File: src/rtl/qcrs_pkg.sv
// Shared constants and carriers for the quadrant CCD readout sequencer.
// Assumes a single 25 MHz system clock and an ADC word per quadrant per cycle.
package qcrs_pkg;

  // ==========================================================
  // Geometry
  localparam int QUADS        = 4;
  localparam int SAMPLE_W     = 16;
  localparam int COLS_PER_Q   = 1546;
  localparam int ROWS_PER_Q   = 1536;
  localparam int DUMMY_COLS   = 10;
  localparam int DARK_COLS    = 20;
  localparam int BUFFER_COLS  = 4;
  localparam int DARK_ROWS    = 20;
  localparam int BUFFER_ROWS  = 4;
  localparam int DARK_SKIP    = 2;
  localparam int DARK_SHIFT   = 4;
  localparam int CNT_W        = 11;
  localparam int ACC_W        = SAMPLE_W + DARK_SHIFT;

  // ==========================================================
  // Timing
  localparam int CLK_PERIOD_NS = 40;
  localparam int T_VPHASE_NS   = 20000;
  localparam int VPHASE_CYC    = (T_VPHASE_NS + CLK_PERIOD_NS - 1) / CLK_PERIOD_NS;
  localparam int TIMER_W       = 32;

  // Pixel sub-steps
  localparam logic [1:0] PH_RESET  = 2'h0;
  localparam logic [1:0] PH_REFSMP = 2'h1;
  localparam logic [1:0] PH_DUMP   = 2'h2;
  localparam logic [1:0] PH_SIGSMP = 2'h3;

  // ==========================================================
  // Types
  typedef enum logic [2:0] {
    QCRS_IDLE  = 3'b000,
    QCRS_INTEG = 3'b001,
    QCRS_V1UP  = 3'b010,
    QCRS_V2UP  = 3'b011,
    QCRS_V1DN  = 3'b100,
    QCRS_V2DN  = 3'b101,
    QCRS_PIX   = 3'b110,
    QCRS_DONE  = 3'b111
  } qcrs_state_t;

  typedef enum logic [1:0] {
    QCRS_CLS_DUMMY  = 2'b00,
    QCRS_CLS_DARK   = 2'b01,
    QCRS_CLS_BUFFER = 2'b10,
    QCRS_CLS_ACTIVE = 2'b11
  } qcrs_cls_t;

  typedef struct packed {
    logic             vertical_phase_one;
    logic             vertical_phase_two;
    logic [QUADS-1:0] horizontal_phase_one;
    logic [QUADS-1:0] horizontal_phase_two;
    logic [QUADS-1:0] last_horizontal_phase;
    logic [QUADS-1:0] reset_gate;
  } qcrs_drive_t;

  typedef struct packed {
    logic [QUADS-1:0][SAMPLE_W-1:0] value;
    qcrs_cls_t                      cls;
    logic                           line_dark;
    logic                           line_buffer;
    logic                           last_in_line;
    logic                           last_in_frame;
  } qcrs_word_t;

  localparam int WORD_W = $bits(qcrs_word_t);

endpackage

File: src/rtl/qcrs_sequencer.sv
// Readout sequencer driving a four-quadrant full-frame CCD and sampling its video.
// Assumes ADC words per quadrant arrive synchronous to clk_sys_in, settled each cycle.
//
// Operation
// - Both vertical phases stay low during the whole integration period.
// - Row moves on vertical phase two falling while horizontal phase one is high.
// - Outside reset, horizontal phases one and two toggle as exact complements.
// - Reset gate pulses after the signal sample, before the next packet.
// - Dummy cells never enter the dark reference average.
// - Dark average skips the first two and last two dark pixels of each line.
module qcrs_sequencer
  import qcrs_pkg::*;
#(
  parameter int COLS       = COLS_PER_Q,
  parameter int ROWS       = ROWS_PER_Q,
  parameter int VPHASE_LEN = VPHASE_CYC
) (
  // Clock and reset
  input  wire logic                           clk_sys_in,
  input  wire logic                           reset_n_in,
  // Control
  input  wire logic                           start_in,
  input  wire logic [TIMER_W-1:0]             integ_cycles_in,
  output logic                                busy_out,
  output logic                                frame_done_out,
  // Sensor drive
  output qcrs_drive_t                         drive_out,
  // Video samples
  input  wire logic [QUADS-1:0][SAMPLE_W-1:0] video_output_in,
  // Pixel stream
  output logic                                pix_valid_out,
  output qcrs_word_t                          pix_out,
  input  wire logic                           pix_ready_in,
  // Dark reference
  output logic [QUADS-1:0][SAMPLE_W-1:0]      dark_level_out
);

  localparam logic [CNT_W-1:0] LAST_COL   = CNT_W'(COLS - 1);
  localparam logic [CNT_W-1:0] LAST_ROW   = CNT_W'(ROWS - 1);
  localparam logic [CNT_W-1:0] DARK_C0    = CNT_W'(DUMMY_COLS);
  localparam logic [CNT_W-1:0] BUF_C0     = CNT_W'(DUMMY_COLS + DARK_COLS);
  localparam logic [CNT_W-1:0] ACT_C0     = CNT_W'(DUMMY_COLS + DARK_COLS + BUFFER_COLS);
  localparam logic [CNT_W-1:0] AVG_C0     = CNT_W'(DUMMY_COLS + DARK_SKIP);
  localparam logic [CNT_W-1:0] AVG_C1     = CNT_W'(DUMMY_COLS + DARK_COLS - DARK_SKIP);
  localparam logic [CNT_W-1:0] BUF_R0     = CNT_W'(DARK_ROWS);
  localparam logic [CNT_W-1:0] ACT_R0     = CNT_W'(DARK_ROWS + BUFFER_ROWS);
  localparam logic [TIMER_W-1:0] VPH_LOAD = TIMER_W'(VPHASE_LEN - 1);

  qcrs_state_t                    state_reg;
  qcrs_state_t                    state_next;
  logic [TIMER_W-1:0]             timer_reg;
  logic [1:0]                     ph_reg;
  logic [CNT_W-1:0]               col_reg;
  logic [CNT_W-1:0]               row_reg;
  logic [QUADS-1:0][SAMPLE_W-1:0] ref_level_reg;
  logic [QUADS-1:0][ACC_W-1:0]    dark_acc_reg;
  qcrs_drive_t                    drive_next;
  qcrs_word_t                     word;
  logic [QUADS-1:0][SAMPLE_W-1:0] diff;
  logic                           tick;
  logic                           buf_ready;
  logic                           push;
  logic                           line_end;
  logic                           frame_end;
  logic                           in_avg;

  assign tick      = (timer_reg == '0);
  assign push      = (state_reg == QCRS_PIX) && (ph_reg == PH_SIGSMP) && buf_ready;
  assign line_end  = (col_reg == LAST_COL);
  assign frame_end = line_end && (row_reg == LAST_ROW);
  assign in_avg    = (col_reg >= AVG_C0) && (col_reg < AVG_C1);

  // ==========================================================
  // State sequence
  always_comb begin
    state_next = state_reg;
    unique case (state_reg)
      QCRS_IDLE:  if (start_in) state_next = QCRS_INTEG;
      QCRS_INTEG: if (tick) state_next = QCRS_V1UP;
      QCRS_V1UP:  if (tick) state_next = QCRS_V2UP;
      QCRS_V2UP:  if (tick) state_next = QCRS_V1DN;
      QCRS_V1DN:  if (tick) state_next = QCRS_V2DN;
      QCRS_V2DN:  if (tick) state_next = QCRS_PIX;
      QCRS_PIX: begin
        if (push && frame_end) begin
          state_next = QCRS_DONE;
        end else if (push && line_end) begin
          state_next = QCRS_V1UP;
        end
      end
      QCRS_DONE:  state_next = QCRS_IDLE;
    endcase
  end

  always_ff @(posedge clk_sys_in or negedge reset_n_in) begin
    if (!reset_n_in) begin
      state_reg <= QCRS_IDLE;
    end else begin
      state_reg <= state_next;
    end
  end

  // ==========================================================
  // Dwell timer
  always_ff @(posedge clk_sys_in or negedge reset_n_in) begin
    if (!reset_n_in) begin
      timer_reg <= '0;
    end else if (state_reg == QCRS_IDLE) begin
      timer_reg <= integ_cycles_in;
    end else if (state_next != state_reg) begin
      timer_reg <= VPH_LOAD;
    end else if (!tick) begin
      timer_reg <= timer_reg - 1'b1;
    end
  end

  // ==========================================================
  // Pixel sub-step and position counters
  always_ff @(posedge clk_sys_in or negedge reset_n_in) begin
    if (!reset_n_in) begin
      ph_reg  <= PH_RESET;
      col_reg <= '0;
      row_reg <= '0;
    end else if (state_reg == QCRS_IDLE) begin
      ph_reg  <= PH_RESET;
      col_reg <= '0;
      row_reg <= '0;
    end else if (state_reg == QCRS_PIX) begin
      if (ph_reg != PH_SIGSMP) begin
        ph_reg <= ph_reg + 2'h1;
      end else if (push) begin
        ph_reg  <= PH_RESET;
        col_reg <= line_end ? '0 : col_reg + 1'b1;
        if (line_end) begin
          row_reg <= row_reg + 1'b1;
        end
      end
    end
  end

  // ==========================================================
  // Phase drive
  always_comb begin
    drive_next = '0;
    unique case (state_reg)
      QCRS_IDLE, QCRS_INTEG, QCRS_DONE: begin
        drive_next.horizontal_phase_two  = '1;
      end
      QCRS_V1UP: begin
        drive_next.vertical_phase_one    = 1'b1;
        drive_next.horizontal_phase_one  = '1;
        drive_next.last_horizontal_phase = '1;
      end
      QCRS_V2UP: begin
        drive_next.vertical_phase_one    = 1'b1;
        drive_next.vertical_phase_two    = 1'b1;
        drive_next.horizontal_phase_one  = '1;
        drive_next.last_horizontal_phase = '1;
      end
      QCRS_V1DN: begin
        drive_next.vertical_phase_two    = 1'b1;
        drive_next.horizontal_phase_one  = '1;
        drive_next.last_horizontal_phase = '1;
      end
      QCRS_V2DN: begin
        drive_next.horizontal_phase_one  = '1;
        drive_next.last_horizontal_phase = '1;
      end
      QCRS_PIX: begin
        if (ph_reg == PH_RESET || ph_reg == PH_REFSMP) begin
          drive_next.horizontal_phase_one  = '1;
          drive_next.last_horizontal_phase = '1;
        end else begin
          drive_next.horizontal_phase_two  = '1;
        end
        if (ph_reg == PH_RESET) begin
          drive_next.reset_gate = '1;
        end
      end
    endcase
  end

  always_ff @(posedge clk_sys_in or negedge reset_n_in) begin
    if (!reset_n_in) begin
      drive_out <= '0;
    end else begin
      drive_out <= drive_next;
    end
  end

  // ==========================================================
  // Correlated sampling, all quadrants at once
  always_ff @(posedge clk_sys_in or negedge reset_n_in) begin
    if (!reset_n_in) begin
      ref_level_reg <= '0;
    end else if (state_reg == QCRS_PIX && ph_reg == PH_DUMP) begin
      ref_level_reg <= video_output_in;
    end
  end

  always_comb begin
    for (int q = 0; q < QUADS; q++) begin
      diff[q] = (ref_level_reg[q] > video_output_in[q]) ?
                ref_level_reg[q] - video_output_in[q] : '0;
    end
  end

  // ==========================================================
  // Word tagging
  always_comb begin
    word               = '0;
    word.value         = diff;
    word.line_dark     = (row_reg < BUF_R0);
    word.line_buffer   = (row_reg >= BUF_R0) && (row_reg < ACT_R0);
    word.last_in_line  = line_end;
    word.last_in_frame = frame_end;
    if (col_reg < DARK_C0) begin
      word.cls = QCRS_CLS_DUMMY;
    end else if (col_reg < BUF_C0) begin
      word.cls = QCRS_CLS_DARK;
    end else if (col_reg < ACT_C0) begin
      word.cls = QCRS_CLS_BUFFER;
    end else begin
      word.cls = QCRS_CLS_ACTIVE;
    end
  end

  // ==========================================================
  // Dark reference per line
  always_ff @(posedge clk_sys_in or negedge reset_n_in) begin
    if (!reset_n_in) begin
      dark_acc_reg   <= '0;
      dark_level_out <= '0;
    end else if (push) begin
      for (int q = 0; q < QUADS; q++) begin
        if (col_reg == AVG_C1) begin
          dark_level_out[q] <= dark_acc_reg[q][ACC_W-1:DARK_SHIFT];
          dark_acc_reg[q]   <= '0;
        end else if (in_avg) begin
          dark_acc_reg[q] <= dark_acc_reg[q] + ACC_W'(diff[q]);
        end
      end
    end
  end

  // ==========================================================
  // Status
  always_ff @(posedge clk_sys_in or negedge reset_n_in) begin
    if (!reset_n_in) begin
      busy_out       <= 1'b0;
      frame_done_out <= 1'b0;
    end else begin
      busy_out       <= (state_next != QCRS_IDLE);
      frame_done_out <= (state_next == QCRS_DONE);
    end
  end

  // ==========================================================
  // Output buffer; a stall holds the sequencer in the signal-sample step
  qcrs_skid #(
    .WIDTH (WORD_W)
  ) u_skid (
    .clk_sys_in    (clk_sys_in),
    .reset_n_in    (reset_n_in),
    .in_valid_in   (state_reg == QCRS_PIX && ph_reg == PH_SIGSMP),
    .in_data_in    (word),
    .in_ready_out  (buf_ready),
    .out_valid_out (pix_valid_out),
    .out_data_out  (pix_out),
    .out_ready_in  (pix_ready_in)
  );

endmodule

File: src/rtl/qcrs_skid.sv
// Two-entry buffer with valid and ready on both sides.
// Assumes one clock; outputs come straight from flip-flops.
module qcrs_skid
  import qcrs_pkg::*;
#(
  parameter int WIDTH = WORD_W
) (
  // Clock and reset
  input  wire logic             clk_sys_in,
  input  wire logic             reset_n_in,
  // Fill side
  input  wire logic             in_valid_in,
  input  wire logic [WIDTH-1:0] in_data_in,
  output logic                  in_ready_out,
  // Drain side
  output logic                  out_valid_out,
  output logic [WIDTH-1:0]      out_data_out,
  input  wire logic             out_ready_in
);

  logic             skid_valid_reg;
  logic [WIDTH-1:0] skid_data_reg;
  logic             take;
  logic             drain;

  assign take  = in_valid_in && in_ready_out;
  assign drain = out_valid_out && out_ready_in;

  // ==========================================================
  // Main stage
  always_ff @(posedge clk_sys_in or negedge reset_n_in) begin
    if (!reset_n_in) begin
      out_valid_out <= 1'b0;
      out_data_out  <= '0;
    end else if (!out_valid_out || drain) begin
      if (skid_valid_reg) begin
        out_valid_out <= 1'b1;
        out_data_out  <= skid_data_reg;
      end else begin
        out_valid_out <= take;
        if (take) begin
          out_data_out <= in_data_in;
        end
      end
    end
  end

  // ==========================================================
  // Skid stage
  always_ff @(posedge clk_sys_in or negedge reset_n_in) begin
    if (!reset_n_in) begin
      skid_valid_reg <= 1'b0;
      skid_data_reg  <= '0;
      in_ready_out   <= 1'b0;
    end else begin
      if (skid_valid_reg && (!out_valid_out || drain)) begin
        skid_valid_reg <= take;
        if (take) begin
          skid_data_reg <= in_data_in;
        end
        in_ready_out <= 1'b1;
      end else if (!skid_valid_reg && take && out_valid_out && !drain) begin
        skid_valid_reg <= 1'b1;
        skid_data_reg  <= in_data_in;
        in_ready_out   <= 1'b0;
      end else begin
        in_ready_out <= !skid_valid_reg;
      end
    end
  end

endmodule

File: config.mk
export PLATFORM = sky130hd
export DESIGN_NAME = qcrs_sequencer
export DESIGN_NICKNAME = d
export VERILOG_FILES = /design/src/rtl/qcrs_pkg.sv /design/src/rtl/qcrs_sequencer.sv /design/src/rtl/qcrs_skid.sv
export SDC_FILE = /design/constraint.sdc
export NUM_CORES = 1
export LEC_CHECK = 0
export BUFFER_PORTS_ARGS = -buffer_cell sky130_fd_sc_hd__buf_2
export CAP_MARGIN = 15
export CORE_MARGIN = 3
export CORE_UTILIZATION = 60
export CTS_CLUSTER_DIAMETER = 50
export CTS_CLUSTER_SIZE = 30
export DETAILED_ROUTE_END_ITERATION = 10
export MAX_ROUTING_LAYER = met4
export PLACE_DENSITY = 0.81
export SLEW_MARGIN = 20
export SYNTH_ARGS = -nofsm -noshare
export SYNTH_HDL_FRONTEND = slang
export SYNTH_SLANG_ARGS = --single-unit
File: constraint.sdc
create_clock -name clk_sys_in -period 6.5 [get_ports clk_sys_in]
set_input_delay 0.975 -clock clk_sys_in [delete_from_list [all_inputs] [get_ports clk_sys_in]]
set_output_delay 0.975 -clock clk_sys_in [all_outputs]
set_load 0.005 [all_outputs]
==> flow_metrics.env, run 1 <==
export IMPL_status="completed"
export IMPL_cts_buffers=44
export IMPL_cts_max_path_buffers=3
export IMPL_min_delay_path_class="primary input to asynchronous set/reset pin"
export IMPL_detail_route_wirelength_um=65900
export IMPL_timing_critical_path_slowest_stage_cell="sky130_fd_sc_hd__a2111oi_1"
export IMPL_post_synth_num_cell_types=76
export IMPL_rsz_0062_raised_after_global_routing="no"
export IMPL_postCtsSetupRepairBufs=0
export IMPL_arrival_ps=5820
export IMPL_cts_sinks=417
export IMPL_postSynth_asyncResetShare=1.00
export IMPL_power_density_cell_area_nw_per_um2=237
export IMPL_first_pass_iteration_count_of_the_detailed_router=5
export IMPL_synth_nets=2945
export IMPL_gr_total_overflow=0
export IMPL_timing_reg2reg_setup_slack_ps=1220
export IMPL_num_fill_cells=3026
export IMPL_finalNetCount=3137
export IMPL_netSwitchingFraction=0.293
export IMPL_p_leak_nw=13.9
export IMPL_timing_rr_end="dark_acc_reg[16]"
export IMPL_vias_per_cell=6.10
export IMPL_synth_area_leaders="sky130_fd_sc_hd__dfrtp_1, sky130_fd_sc_hd__nand2_1, sky130_fd_sc_hd__ha_1"
export IMPL_num_vias=20994
export IMPL_synth_edff_count=0
export IMPL_placeableCoreArea_um2=39000
export IMPL_routedWlPerCell_um=19.1
export IMPL_largest_register_ffs=80
export IMPL_slew_headroom=0.287
export IMPL_pin_count_of_the_biggest_net_entering_global_routing=149
export IMPL_ys_seq_area_frac=0.437
export IMPL_chipWidth_um=206
export IMPL_portBuffers=254
export IMPL_power_frac_comb=0.149
export IMPL_path_clk_slew_ps=70
export IMPL_dominantRegCellSynth="sky130_fd_sc_hd__dfrtp_1"
export IMPL_timing_critical_path_cells="buf_2 -> ha_1 -> inv_1 -> fa_1 -> a21o_1 -> a21oi_1 -> o211ai_1 -> a221o_1 -> nand2_1 -> nor2_1 -> ha_1 -> fa_1 -> a211o_1 -> a2111oi_1 -> o31ai_1 -> nand3_1 -> nand3_1 -> o311ai_0 -> mux2i_1"
export IMPL_post_cts_hold_buffer_count=0
export IMPL_maxClockFrequency_mhz=188
export IMPL_stdcell_count=3443
export IMPL_power_switching_mw=1.88
export IMPL_critPathRequiredTime_ps=7000
export IMPL_first_pass_grt_wire_length_um=104000
export IMPL_delay_of_the_slowest_cell_on_the_worst_path_ps=540
export IMPL_initial_antenna_violation_count=1
export IMPL_crit_type="primary input to flip-flop"
export IMPL_netlist_area_leader_share=0.437
export IMPL_p_seq_frac=0.422
export IMPL_htree_levels=2
export IMPL_ys_ff_latch=417
export IMPL_gpl_final_weighted_congestion=0.966
export IMPL_r2r_path_start="ref_level_reg[0]"
export IMPL_root_buffer="sky130_fd_sc_hd__clkbuf_16"
export IMPL_floorplan_die_height_um=206
export IMPL_drt_iter0_markers=1892
export IMPL_die_area_um2=42300
export IMPL_number_of_global_route_vias_before_repair=20135
export IMPL_final_period_minus_worst_setup_slack_ps=5310
export IMPL_antenna_violating_nets_post_route=0
export IMPL_grt_usage=0.316
export IMPL_boundaryPins=255
export IMPL_critical_path_max_fanout=6
export IMPL_detail_route_drc_violations=0
export IMPL_hold_viol_final=0
export IMPL_setup_viol=0
export IMPL_timing_clock_skew_ps=31.7
export IMPL_detailedPlacementHpwl_um=47200
export IMPL_initial_core_util=0.613
export IMPL_synth_warnings=0
export IMPL_synthToLayoutAreaGrowth_pct=13.5
export IMPL_std_cell_rows=72
export IMPL_cts_resized=0
export IMPL_cap_violations=0
export IMPL_yosys_top_cells_count="sky130_fd_sc_hd__nand2_1, sky130_fd_sc_hd__dfrtp_1, sky130_fd_sc_hd__o21ai_0"
export IMPL_worstSetupStartpointType="primary input"
export IMPL_worst_setup_path_end_kind="flip-flop"
export IMPL_synth_top_cell_by_area="sky130_fd_sc_hd__dfrtp_1"
export IMPL_dp_cells=3362
export IMPL_synth_instances=2698
export IMPL_cts_tree="yes"
export IMPL_post_synth_cell_area_avg_um2=8.86
export IMPL_power_clock_fraction=0.430
export IMPL_synth_most_common_cell="sky130_fd_sc_hd__nand2_1"
export IMPL_antenna_cells=0
export IMPL_power_consumption_mw=6.41
export IMPL_report_final_slew_viol_count=0
export IMPL_worstMarginPinSlew_ps=1070
export IMPL_final_setup_tns_ps=0
export IMPL_power_internal_mw=4.54
export IMPL_worst_skew_pair_late_latency_ps=600
export IMPL_vdd_ir_drop_worst_mv=0.196
export IMPL_final_layout_size_suffix_gt1_frac=0.143
export IMPL_fin_crit_sh=0.817
export IMPL_netlist_area_um2=23900
export IMPL_rr_worst_depth=19
-- kinds of logic (layout without fill, tap and decap cells) --
| family | Yosys count | after routing | synth area share |
|---|---|---|---|
| muxes | 41 | 41 | 0.0184 |
| adders and majority gates | 148 | 148 | 0.0799 |
| xor gates and xnor gates | 101 | 101 | 0.0370 |
| AOI/OAI and AO/OA | 739 | 739 | 0.195 |
| DFF | 417 | 417 | 0.437 |
| buffers and inverters | 253 | 480 | 0.0436 |
| and+or+nand+nor | 999 | 999 | 0.189 |
-- per-layer routing --
metal / wire length [um] / global-route usage
met2: 32300 / 0.524
met4: 3170 / 0.148
met3: 4100 / 0.0437
met5: 0 / -
met1: 26300 / 0.385
-- layout make-up --
class | instances | area, um^2 | area share
multi-input cells | 2028 | 12500 | 0.460
flip-flops and latches | 417 | 10400 | 0.385
repair buffers | 278 | 1490 | 0.0548
clock buffers | 50 | 1190 | 0.0437
well taps | 518 | 648 | 0.0239
inverters | 121 | 454 | 0.0167
clock inverters | 31 | 425 | 0.0157
-- layout by cell type, fill, tap and decap left out, drive strengths merged, types with 50 or more instances in the layout --
master	instances
nand2	511
clkbuf	50
a21oi	173
a21o	50
nor2	173
nand3	64
buf	278
o31ai	66
xor2	55
ha	139
dfrtp	417
o21ai	232
inv	136
-- critical path, delay by kind of cell --
family / cells / cell delay (ps)
buf+inv: 2 / 150
compound gates: 8 / 2740
fa+ha+maj: 4 / 1230
simple gates: 4 / 430
mux: 1 / 260
-- through the flow --
| step | instance area [um^2] | util | hold WS, ps | worst slack (ps) |
|---|---|---|---|---|
| floorplan | 23900 | - | 441 | 955 |
| global placement | 25500 | 0.654 | 452 | 844 |
| finish | 27100 | 0.695 | 410 | 1190 |
| global route | 27100 | 0.695 | 489 | 777 |
| CTS | 27100 | 0.695 | 473 | 1240 |
| detailed placement | 25500 | 0.654 | 457 | 643 |
-- power by group through the flow --
stage          logic, mW  clock network (mW)  registers, mW
6_report           0.953                2.76           2.70
5_1_grt             1.06                2.91           2.71
4_1_cts            0.943                2.81           2.70
3_5_place_dp       0.933                   0           2.75
3_3_place_gp       0.900                   0           2.75
2_1_floorplan      0.655                   0           2.74
-- worst max path at each step --
stage / startpoint / to / slack, ps / cells past startpoint
floorplan: video_output_in[0] / dark_acc_reg[16] / 960 / 20
global placement: video_output_in[0] / dark_acc_reg[16] / 840 / 19
detailed placement: video_output_in[0] / dark_acc_reg[16] / 640 / 19
CTS: ref_level_reg[0] / dark_acc_reg[16] / 1240 / 19
global route: ref_level_reg[0] / dark_acc_reg[16] / 780 / 19
finish: video_output_in[0] / dark_acc_reg[16] / 1190 / 19
No activity file was read; power rests on OpenSTA's default activity.
==> inputs of run 2 (changes only) <==
--- a/config.mk
+++ b/config.mk
@@ -8,12 +8,12 @@
 export BUFFER_PORTS_ARGS = -buffer_cell sky130_fd_sc_hd__buf_2
 export CAP_MARGIN = 15
 export CORE_MARGIN = 3
-export CORE_UTILIZATION = 60
+export CORE_UTILIZATION = 54
 export CTS_CLUSTER_DIAMETER = 50
 export CTS_CLUSTER_SIZE = 30
 export DETAILED_ROUTE_END_ITERATION = 10
 export MAX_ROUTING_LAYER = met4
-export PLACE_DENSITY = 0.81
+export PLACE_DENSITY = 0.77
 export SLEW_MARGIN = 20
 export SYNTH_ARGS = -nofsm -noshare
 export SYNTH_HDL_FRONTEND = slang
==> constraint.sdc (replaced) <==
create_clock -name clk_sys_in -period 4.6 [get_ports clk_sys_in]
set_input_delay 0.69 -clock clk_sys_in [delete_from_list [all_inputs] [get_ports clk_sys_in]]
set_output_delay 0.69 -clock clk_sys_in [all_outputs]
set_load 0.005 [all_outputs]
==> run 2 against run 1 <==
  * Die area is 11% higher
  * Sequential cell count unchanged
  * Clock skew down 9.4 ps
  * Worst hold slack worse by 240 ps
  * Critical path type is now flip-flop to flip-flop
  * Largest power group is now sequential cells
==> flow_metrics.env, run 2 (synthesis gave the netlist of run 1 again) <==
export IMPL_status="completed"
export IMPL_gr_total_overflow=0
export IMPL_critical_path_max_fanout=4
export IMPL_post_route_util=0.668
export IMPL_final_layout_size_suffix_gt1_frac=0.210
export IMPL_num_fill_cells=3549
export IMPL_multi_input_comb_area_um2=12700
export IMPL_drt_met1_wl_um=28200
export IMPL_power_density_cell_area_nw_per_um2=319
export IMPL_cts_sinks=417
export IMPL_initial_antenna_violation_count=0
export IMPL_num_vias=21494
export IMPL_rr_worst_depth=20
export IMPL_vdd_ir_drop_worst_mv=0.310
export IMPL_cts_buffers=44
export IMPL_dp_cells=3637
export IMPL_rsz_0062_raised_after_global_routing="no"
export IMPL_htree_levels=2
export IMPL_path_clk_slew_ps=80
export IMPL_gpl_final_weighted_congestion=0.912
export IMPL_layout_cells_most_common="sky130_fd_sc_hd__nand2_1"
export IMPL_portBuffers=254
export IMPL_antenna_violating_nets_post_route=0
export IMPL_hold_viol_final=0
export IMPL_die_area_um2=46800
export IMPL_met2WireLength_um=34300
export IMPL_root_buffer="sky130_fd_sc_hd__clkbuf_16"
export IMPL_timing_reg2reg_setup_slack_ps=190
export IMPL_initial_core_util=0.551
export IMPL_largest_register_ffs=80
export IMPL_number_of_global_route_vias_before_repair=21284
export IMPL_timing_critical_path_slowest_stage_cell="sky130_fd_sc_hd__a2111oi_0"
export IMPL_worst_path_dominant_cell_family="compound AO/OA/AOI/OAI gates"
export IMPL_routedWlPerCell_um=18.5
export IMPL_min_delay_path_class="primary input to asynchronous set/reset pin"
export IMPL_final_design_area_no_fill_um2=29000
export IMPL_crit_type="flip-flop to flip-flop"
export IMPL_chipWidth_um=216
export IMPL_antenna_cells=0
export IMPL_delay_of_the_slowest_cell_on_the_worst_path_ps=460
export IMPL_final_period_minus_worst_setup_slack_ps=4410
export IMPL_pin_count_of_the_biggest_net_entering_global_routing=108
export IMPL_stdcell_count=3716
export IMPL_fin_crit_sh=0.959
export IMPL_maxClockFrequency_mhz=227
export IMPL_detailedPlacementHpwl_um=51200
export IMPL_finalNetCount=3345
export IMPL_first_pass_grt_wire_length_um=110000
export IMPL_area_sequential_um2=10400
export IMPL_routed_wl_met3_um=3270
export IMPL_report_final_slew_viol_count=0
export IMPL_timing_critical_path_cells="inv_1 -> ha_1 -> fa_1 -> nor2b_1 -> o21a_1 -> o21ai_1 -> buf_4 -> buf_4 -> a21boi_0 -> or3_1 -> nand3_1 -> inv_1 -> ha_1 -> a2111oi_0 -> o21ai_1 -> a2111o_1 -> a41oi_2 -> nor2b_1 -> o211ai_1 -> mux2i_1"
export IMPL_timing_clock_skew_ps=22.3
export IMPL_top_layer="met4"
export IMPL_slew_headroom=0.302
export IMPL_postCtsSetupRepairBufs=0
export IMPL_first_pass_iteration_count_of_the_detailed_router=5
export IMPL_grt_usage=0.298
export IMPL_worstMarginPinSlew_ps=1040
export IMPL_placeableCoreArea_um2=43400
export IMPL_drt_iter0_markers=1385
export IMPL_worst_setup_path_end_kind="flip-flop"
export IMPL_p_leak_nw=14.9
export IMPL_boundaryPins=255
export IMPL_detail_route_wirelength_um=68800
export IMPL_power_consumption_mw=9.22
export IMPL_std_cell_rows=76
export IMPL_worstPathBufferInverterCount=4
export IMPL_worstSetupStartpointType="flip-flop"
export IMPL_detailed_place_area_um2=27300
export IMPL_floorplan_die_height_um=216
export IMPL_arrival_ps=4920
export IMPL_cts_max_path_buffers=3
export IMPL_critPathRequiredTime_ps=5100
export IMPL_r2r_path_start="ref_level_reg[16]"
export IMPL_worst_skew_pair_late_latency_ps=580
export IMPL_detail_route_drc_violations=0
export IMPL_cts_tree="yes"
export IMPL_setup_viol=0
export IMPL_cap_violations=0
export IMPL_synthToLayoutAreaGrowth_pct=21.2
export IMPL_vias_per_cell=5.78
export IMPL_highest_count_cells_in_the_layout_ignoring_fill_and_taps="sky130_fd_sc_hd__nand2_1, sky130_fd_sc_hd__dfrtp_1, sky130_fd_sc_hd__buf_2"
export IMPL_timing_rr_end="dark_acc_reg[37]"
## run 2: worst max path at each step
stage	start	to	slack, ps	depth (start not counted)
2_1_floorplan	video_output_in[0]	dark_acc_reg[16]	-180	20
3_3_place_gp	video_output_in[16]	dark_acc_reg[37]	-370	18
3_5_place_dp	video_output_in[16]	dark_acc_reg[37]	-420	18
4_1_cts	ref_level_reg[16]	dark_acc_reg[37]	6	18
5_1_grt	ref_level_reg[48]	dark_acc_reg[77]	10	18
6_report	ref_level_reg[16]	dark_acc_reg[37]	190	20
## run 2: layout make-up
type | instances | share of cell area
multi-input combinational | 2028 | 0.438
clock inverter | 31 | 0.0142
tap | 585 | 0.0253
clock buffer | 48 | 0.0400
timing repair buffer | 486 | 0.107
inverter | 121 | 0.0157
sequential | 417 | 0.360
## run 2: stage by stage
stage | setup WS, ps | setup TNS, ps | hold slack [ps]
CTS | 6.12 | 0 | 205
finish | 187 | 0 | 169
detailed placement | -416 | -3090 | 458
global placement | -372 | -1930 | 452
global route | 10.5 | 0 | 231
floorplan | -178 | -374 | 394
## run 2: layer usage
metal / up-vias / GRT usage
met1: 10472 / 0.358
met5: - / -
met2: 583 / 0.511
met3: 156 / 0.0376
li1: 10283 / -
met4: 0 / 0.123
## run 2: timing repair
action                                  4_1_cts  5_1_grt
gates resized for setup                       0       17
hold buffers                                  0        0
hold endpoints to repair                      0        0
endpoints found under the setup margin        0       10
## run 2: power by group
part	internal [mW]	switching [mW]
Clock	2.06	1.76
Sequential	3.74	0.0813
Combinational	0.712	0.878
==> inputs of run 3 (changes only) <==
--- a/config.mk
+++ b/config.mk
@@ -5,6 +5,7 @@
 export SDC_FILE = /design/constraint.sdc
 export NUM_CORES = 1
 export LEC_CHECK = 0
+export ABC_AREA = 1
 export BUFFER_PORTS_ARGS = -buffer_cell sky130_fd_sc_hd__buf_2
 export CAP_MARGIN = 15
 export CORE_MARGIN = 3
==> run 3 against run 2 <==
  * Worst hold slack gained 21 ps
  * First-iteration DRC count grew 26%
  * Wire length shrank 5.6%
  * Die area grew 2.9%
  * Clock power is essentially flat
  * Sequential cell count is the same
  * Final area shrank 3.4%
  * Sequential share of layout area grew 1.3 points
  * Critical path depth grew 4
  * Synthesized cell count grew 20%
  * Count of clock-buffer cells in the layout grew 7
  * Critical path type unchanged
  * Largest cell class unchanged
  * Largest power group unchanged
  * Highest routed layer unchanged
==> flow_metrics.env, run 3 <==
export IMPL_power_density_cell_area_nw_per_um2=360
export IMPL_first_pass_grt_wire_length_um=105000
export IMPL_worst_skew_pair_late_latency_ps=590
export IMPL_post_cts_hold_buffer_count=0
export IMPL_finalNetCount=3707
export IMPL_root_buffer="sky130_fd_sc_hd__clkbuf_16"
export IMPL_synth_area_leaders="sky130_fd_sc_hd__dfrtp_1, sky130_fd_sc_hd__nand2_1, sky130_fd_sc_hd__o21ai_0"
export IMPL_delay_of_the_slowest_cell_on_the_worst_path_ps=390
export IMPL_antenna_violating_nets_post_route=0
export IMPL_final_period_minus_worst_setup_slack_ps=4210
export IMPL_timing_critical_path_slowest_stage_cell="sky130_fd_sc_hd__fa_1"
export IMPL_num_fill_cells=3991
export IMPL_min_delay_path_class="primary input to asynchronous set/reset pin"
export IMPL_timing_critical_path_cells="inv_1 -> ha_1 -> inv_1 -> fa_1 -> nand2_1 -> nand2_1 -> o21ai_0 -> o21ai_1 -> a21oi_1 -> o21ai_1 -> nand2_1 -> buf_4 -> nor3_1 -> ha_1 -> a21oi_1 -> nand2_1 -> a21oi_1 -> inv_1 -> nand2_1 -> nand2_1 -> a21oi_1 -> o21ai_0 -> nor2_1 -> o22ai_1"
export IMPL_postSynth_asyncResetShare=1.00
export IMPL_cts_buffers=46
export IMPL_vias_per_cell=5.37
export IMPL_arrival_ps=4650
export IMPL_p_leak_nw=15.2
export IMPL_grt_usage=0.276
export IMPL_routedWlPerCell_um=15.9
export IMPL_timing_clock_skew_ps=23.2
export IMPL_power_consumption_mw=10.1
export IMPL_drt_iter0_markers=1742
export IMPL_dominantRegCellSynth="sky130_fd_sc_hd__dfrtp_1"
export IMPL_dp_cells=4004
export IMPL_stdcell_count=4094
export IMPL_netlist_area_um2=24600
export IMPL_std_cell_rows=77
export IMPL_cts_sinks=417
export IMPL_post_route_util=0.627
export IMPL_placeableCoreArea_um2=44600
export IMPL_htree_levels=2
export IMPL_fin_crit_sh=0.916
export IMPL_gr_total_overflow=0
export IMPL_path_clk_slew_ps=70
export IMPL_chipWidth_um=220
export IMPL_post_synth_cell_area_avg_um2=7.59
export IMPL_report_final_slew_viol_count=0
export IMPL_cpMostUsedCell="sky130_fd_sc_hd__nand2_1"
export IMPL_synth_top_cell_by_area="sky130_fd_sc_hd__dfrtp_1"
export IMPL_num_vias=21990
export IMPL_detail_route_wirelength_um=64900
export IMPL_highest_count_cells_in_the_layout_ignoring_fill_and_taps="sky130_fd_sc_hd__nand2_1, sky130_fd_sc_hd__dfrtp_1, sky130_fd_sc_hd__inv_1"
export IMPL_floorplan_die_height_um=220
export IMPL_critical_path_max_fanout=13
export IMPL_synth_instances=3245
export IMPL_postCtsSetupRepairBufs=0
export IMPL_synth_nets=3492
export IMPL_synth_warnings=0
export IMPL_final_setup_tns_ps=0
export IMPL_pin_count_of_the_biggest_net_entering_global_routing=129
export IMPL_initial_core_util=0.552
export IMPL_hold_viol_final=0
export IMPL_rsz_0062_raised_after_global_routing="no"
export IMPL_ys_ff_latch=417
export IMPL_gpl_final_weighted_congestion=0.951
export IMPL_slew_headroom=0.295
export IMPL_portBuffers=254
export IMPL_die_area_um2=48200
export IMPL_cts_max_path_buffers=3
export IMPL_maxClockFrequency_mhz=237
export IMPL_initial_antenna_violation_count=7
export IMPL_worstMarginPinSlew_ps=1060
export IMPL_cap_violations=0
export IMPL_synth_most_common_cell="sky130_fd_sc_hd__nand2_1"
export IMPL_detail_route_drc_violations=0
export IMPL_post_synth_num_cell_types=51
export IMPL_boundaryPins=255
export IMPL_number_of_global_route_vias_before_repair=20468
export IMPL_detailedPlacementHpwl_um=47300
export IMPL_status="completed"
export IMPL_yosys_top_cells_count="sky130_fd_sc_hd__nand2_1, sky130_fd_sc_hd__dfrtp_1, sky130_fd_sc_hd__inv_1"
export IMPL_setup_viol=0
export IMPL_largest_register_ffs=80
export IMPL_worst_setup_path_end_kind="flip-flop"
export IMPL_synth_edff_count=0
export IMPL_worstSetupStartpointType="flip-flop"
export IMPL_critPathRequiredTime_ps=5040
export IMPL_final_layout_size_suffix_gt1_frac=0.124
export IMPL_first_pass_iteration_count_of_the_detailed_router=5
export IMPL_ys_seq_area_frac=0.424
export IMPL_layout_cells_most_common="sky130_fd_sc_hd__nand2_1"
export IMPL_crit_type="flip-flop to flip-flop"
export IMPL_vdd_ir_drop_worst_mv=0.387
export IMPL_netlist_area_leader_share=0.424
export IMPL_cts_tree="yes"
export IMPL_synthToLayoutAreaGrowth_pct=13.7
run 3: cell types whose count changed after synthesis, sizes merged, moves of 36 or more:
cell,change
inv,+300
o21a,-44
nand3,+60
or3,-37
o21ai,+131
and3,-39
nand2,+313
o31ai,-51
a21o,-36
nor2,+152
run 3: cells by family (layout without fill, tap and decap cells):
family | count (synthesis) | count (layout) | synth area share
AOI/OAI and AO/OA | 693 | 693 | 0.153
buffers and inverters | 541 | 791 | 0.0872
and+or+nand+nor | 1366 | 1366 | 0.229
DFF | 417 | 417 | 0.424
xor gates and xnor gates | 69 | 69 | 0.0245
muxes | 12 | 12 | 0.00549
other | 0 | 7 | 0
adders and majority gates | 147 | 147 | 0.0772
run 3: what timing repair did:
item / CTS / global route
endpoints found under the hold margin: 0 / 0
resized for setup: 0 / 2
endpoints found under the setup margin: 0 / 2
run 3: per-layer routing:
layer  share of wire  vias up  routed length (um)  track usage
met5               0        -                   0            -
met1            0.48    10278               30900        0.399
met2            0.43      645               28000        0.408
li1                -    10976                   -            -
met3           0.070       91                4520       0.0454
met4           0.022        0                1450       0.0713
run 3: through the flow:
stage | instance area (um^2) | hold slack, ps | setup WS, ps
final | 28000 | 189 | 388
after global routing | 28000 | 258 | 2.30
after CTS | 27900 | 223 | 437
after detailed placement | 26400 | 460 | 60.1
after global placement | 26400 | 457 | 203
after floorplan | 24600 | 394 | 544
run 3: final timing paths:
kind / start / endpoint / slack, ps / cells past startpoint
worst min-delay path: reset_n_in / ref_level_reg[58] / 190 / 1
worst min register to register: u_skid.out_data_out[21] / u_skid.out_data_out[21] / 480 / 2
min in group clk_sys_in: integ_cycles_in[2] / timer_reg[2] / 340 / 3
worst max-delay path: ref_level_reg[0] / dark_acc_reg[15] / 390 / 24
max in group asynchronous: reset_n_in / dark_level_out[17] / 3410 / 2
worst max register to register: ref_level_reg[0] / dark_acc_reg[15] / 390 / 24
run 3: layout make-up:
class	instances	area, um^2	area share
Clock inverter	28	319	0.0114
Clock buffer	55	1240	0.0442
Tap cell	592	741	0.0265
Timing Repair Buffer	285	1560	0.0559
Multi-Input combinational cell	2287	12100	0.432
Sequential cell	417	10400	0.373
Inverter	423	1590	0.0568
Antenna cell	7	17.5	0.000626
run 3: critical path: cells and delay by family (launching register included):
kind            cells  cell delay [ps]
buf+inv             4              430
flops               1              370
fa+ha+maj           3              930
simple gates        8              740
compound gates      9             1600
run 3: power by group:
part | leakage [nW] | internal, mW | total (mW) | switching (mW)
logic | 9.65 | 0.753 | 2.22 | 1.46
registers | 4.81 | 3.87 | 4.08 | 0.205
clock network | 0.755 | 2.07 | 3.78 | 1.71
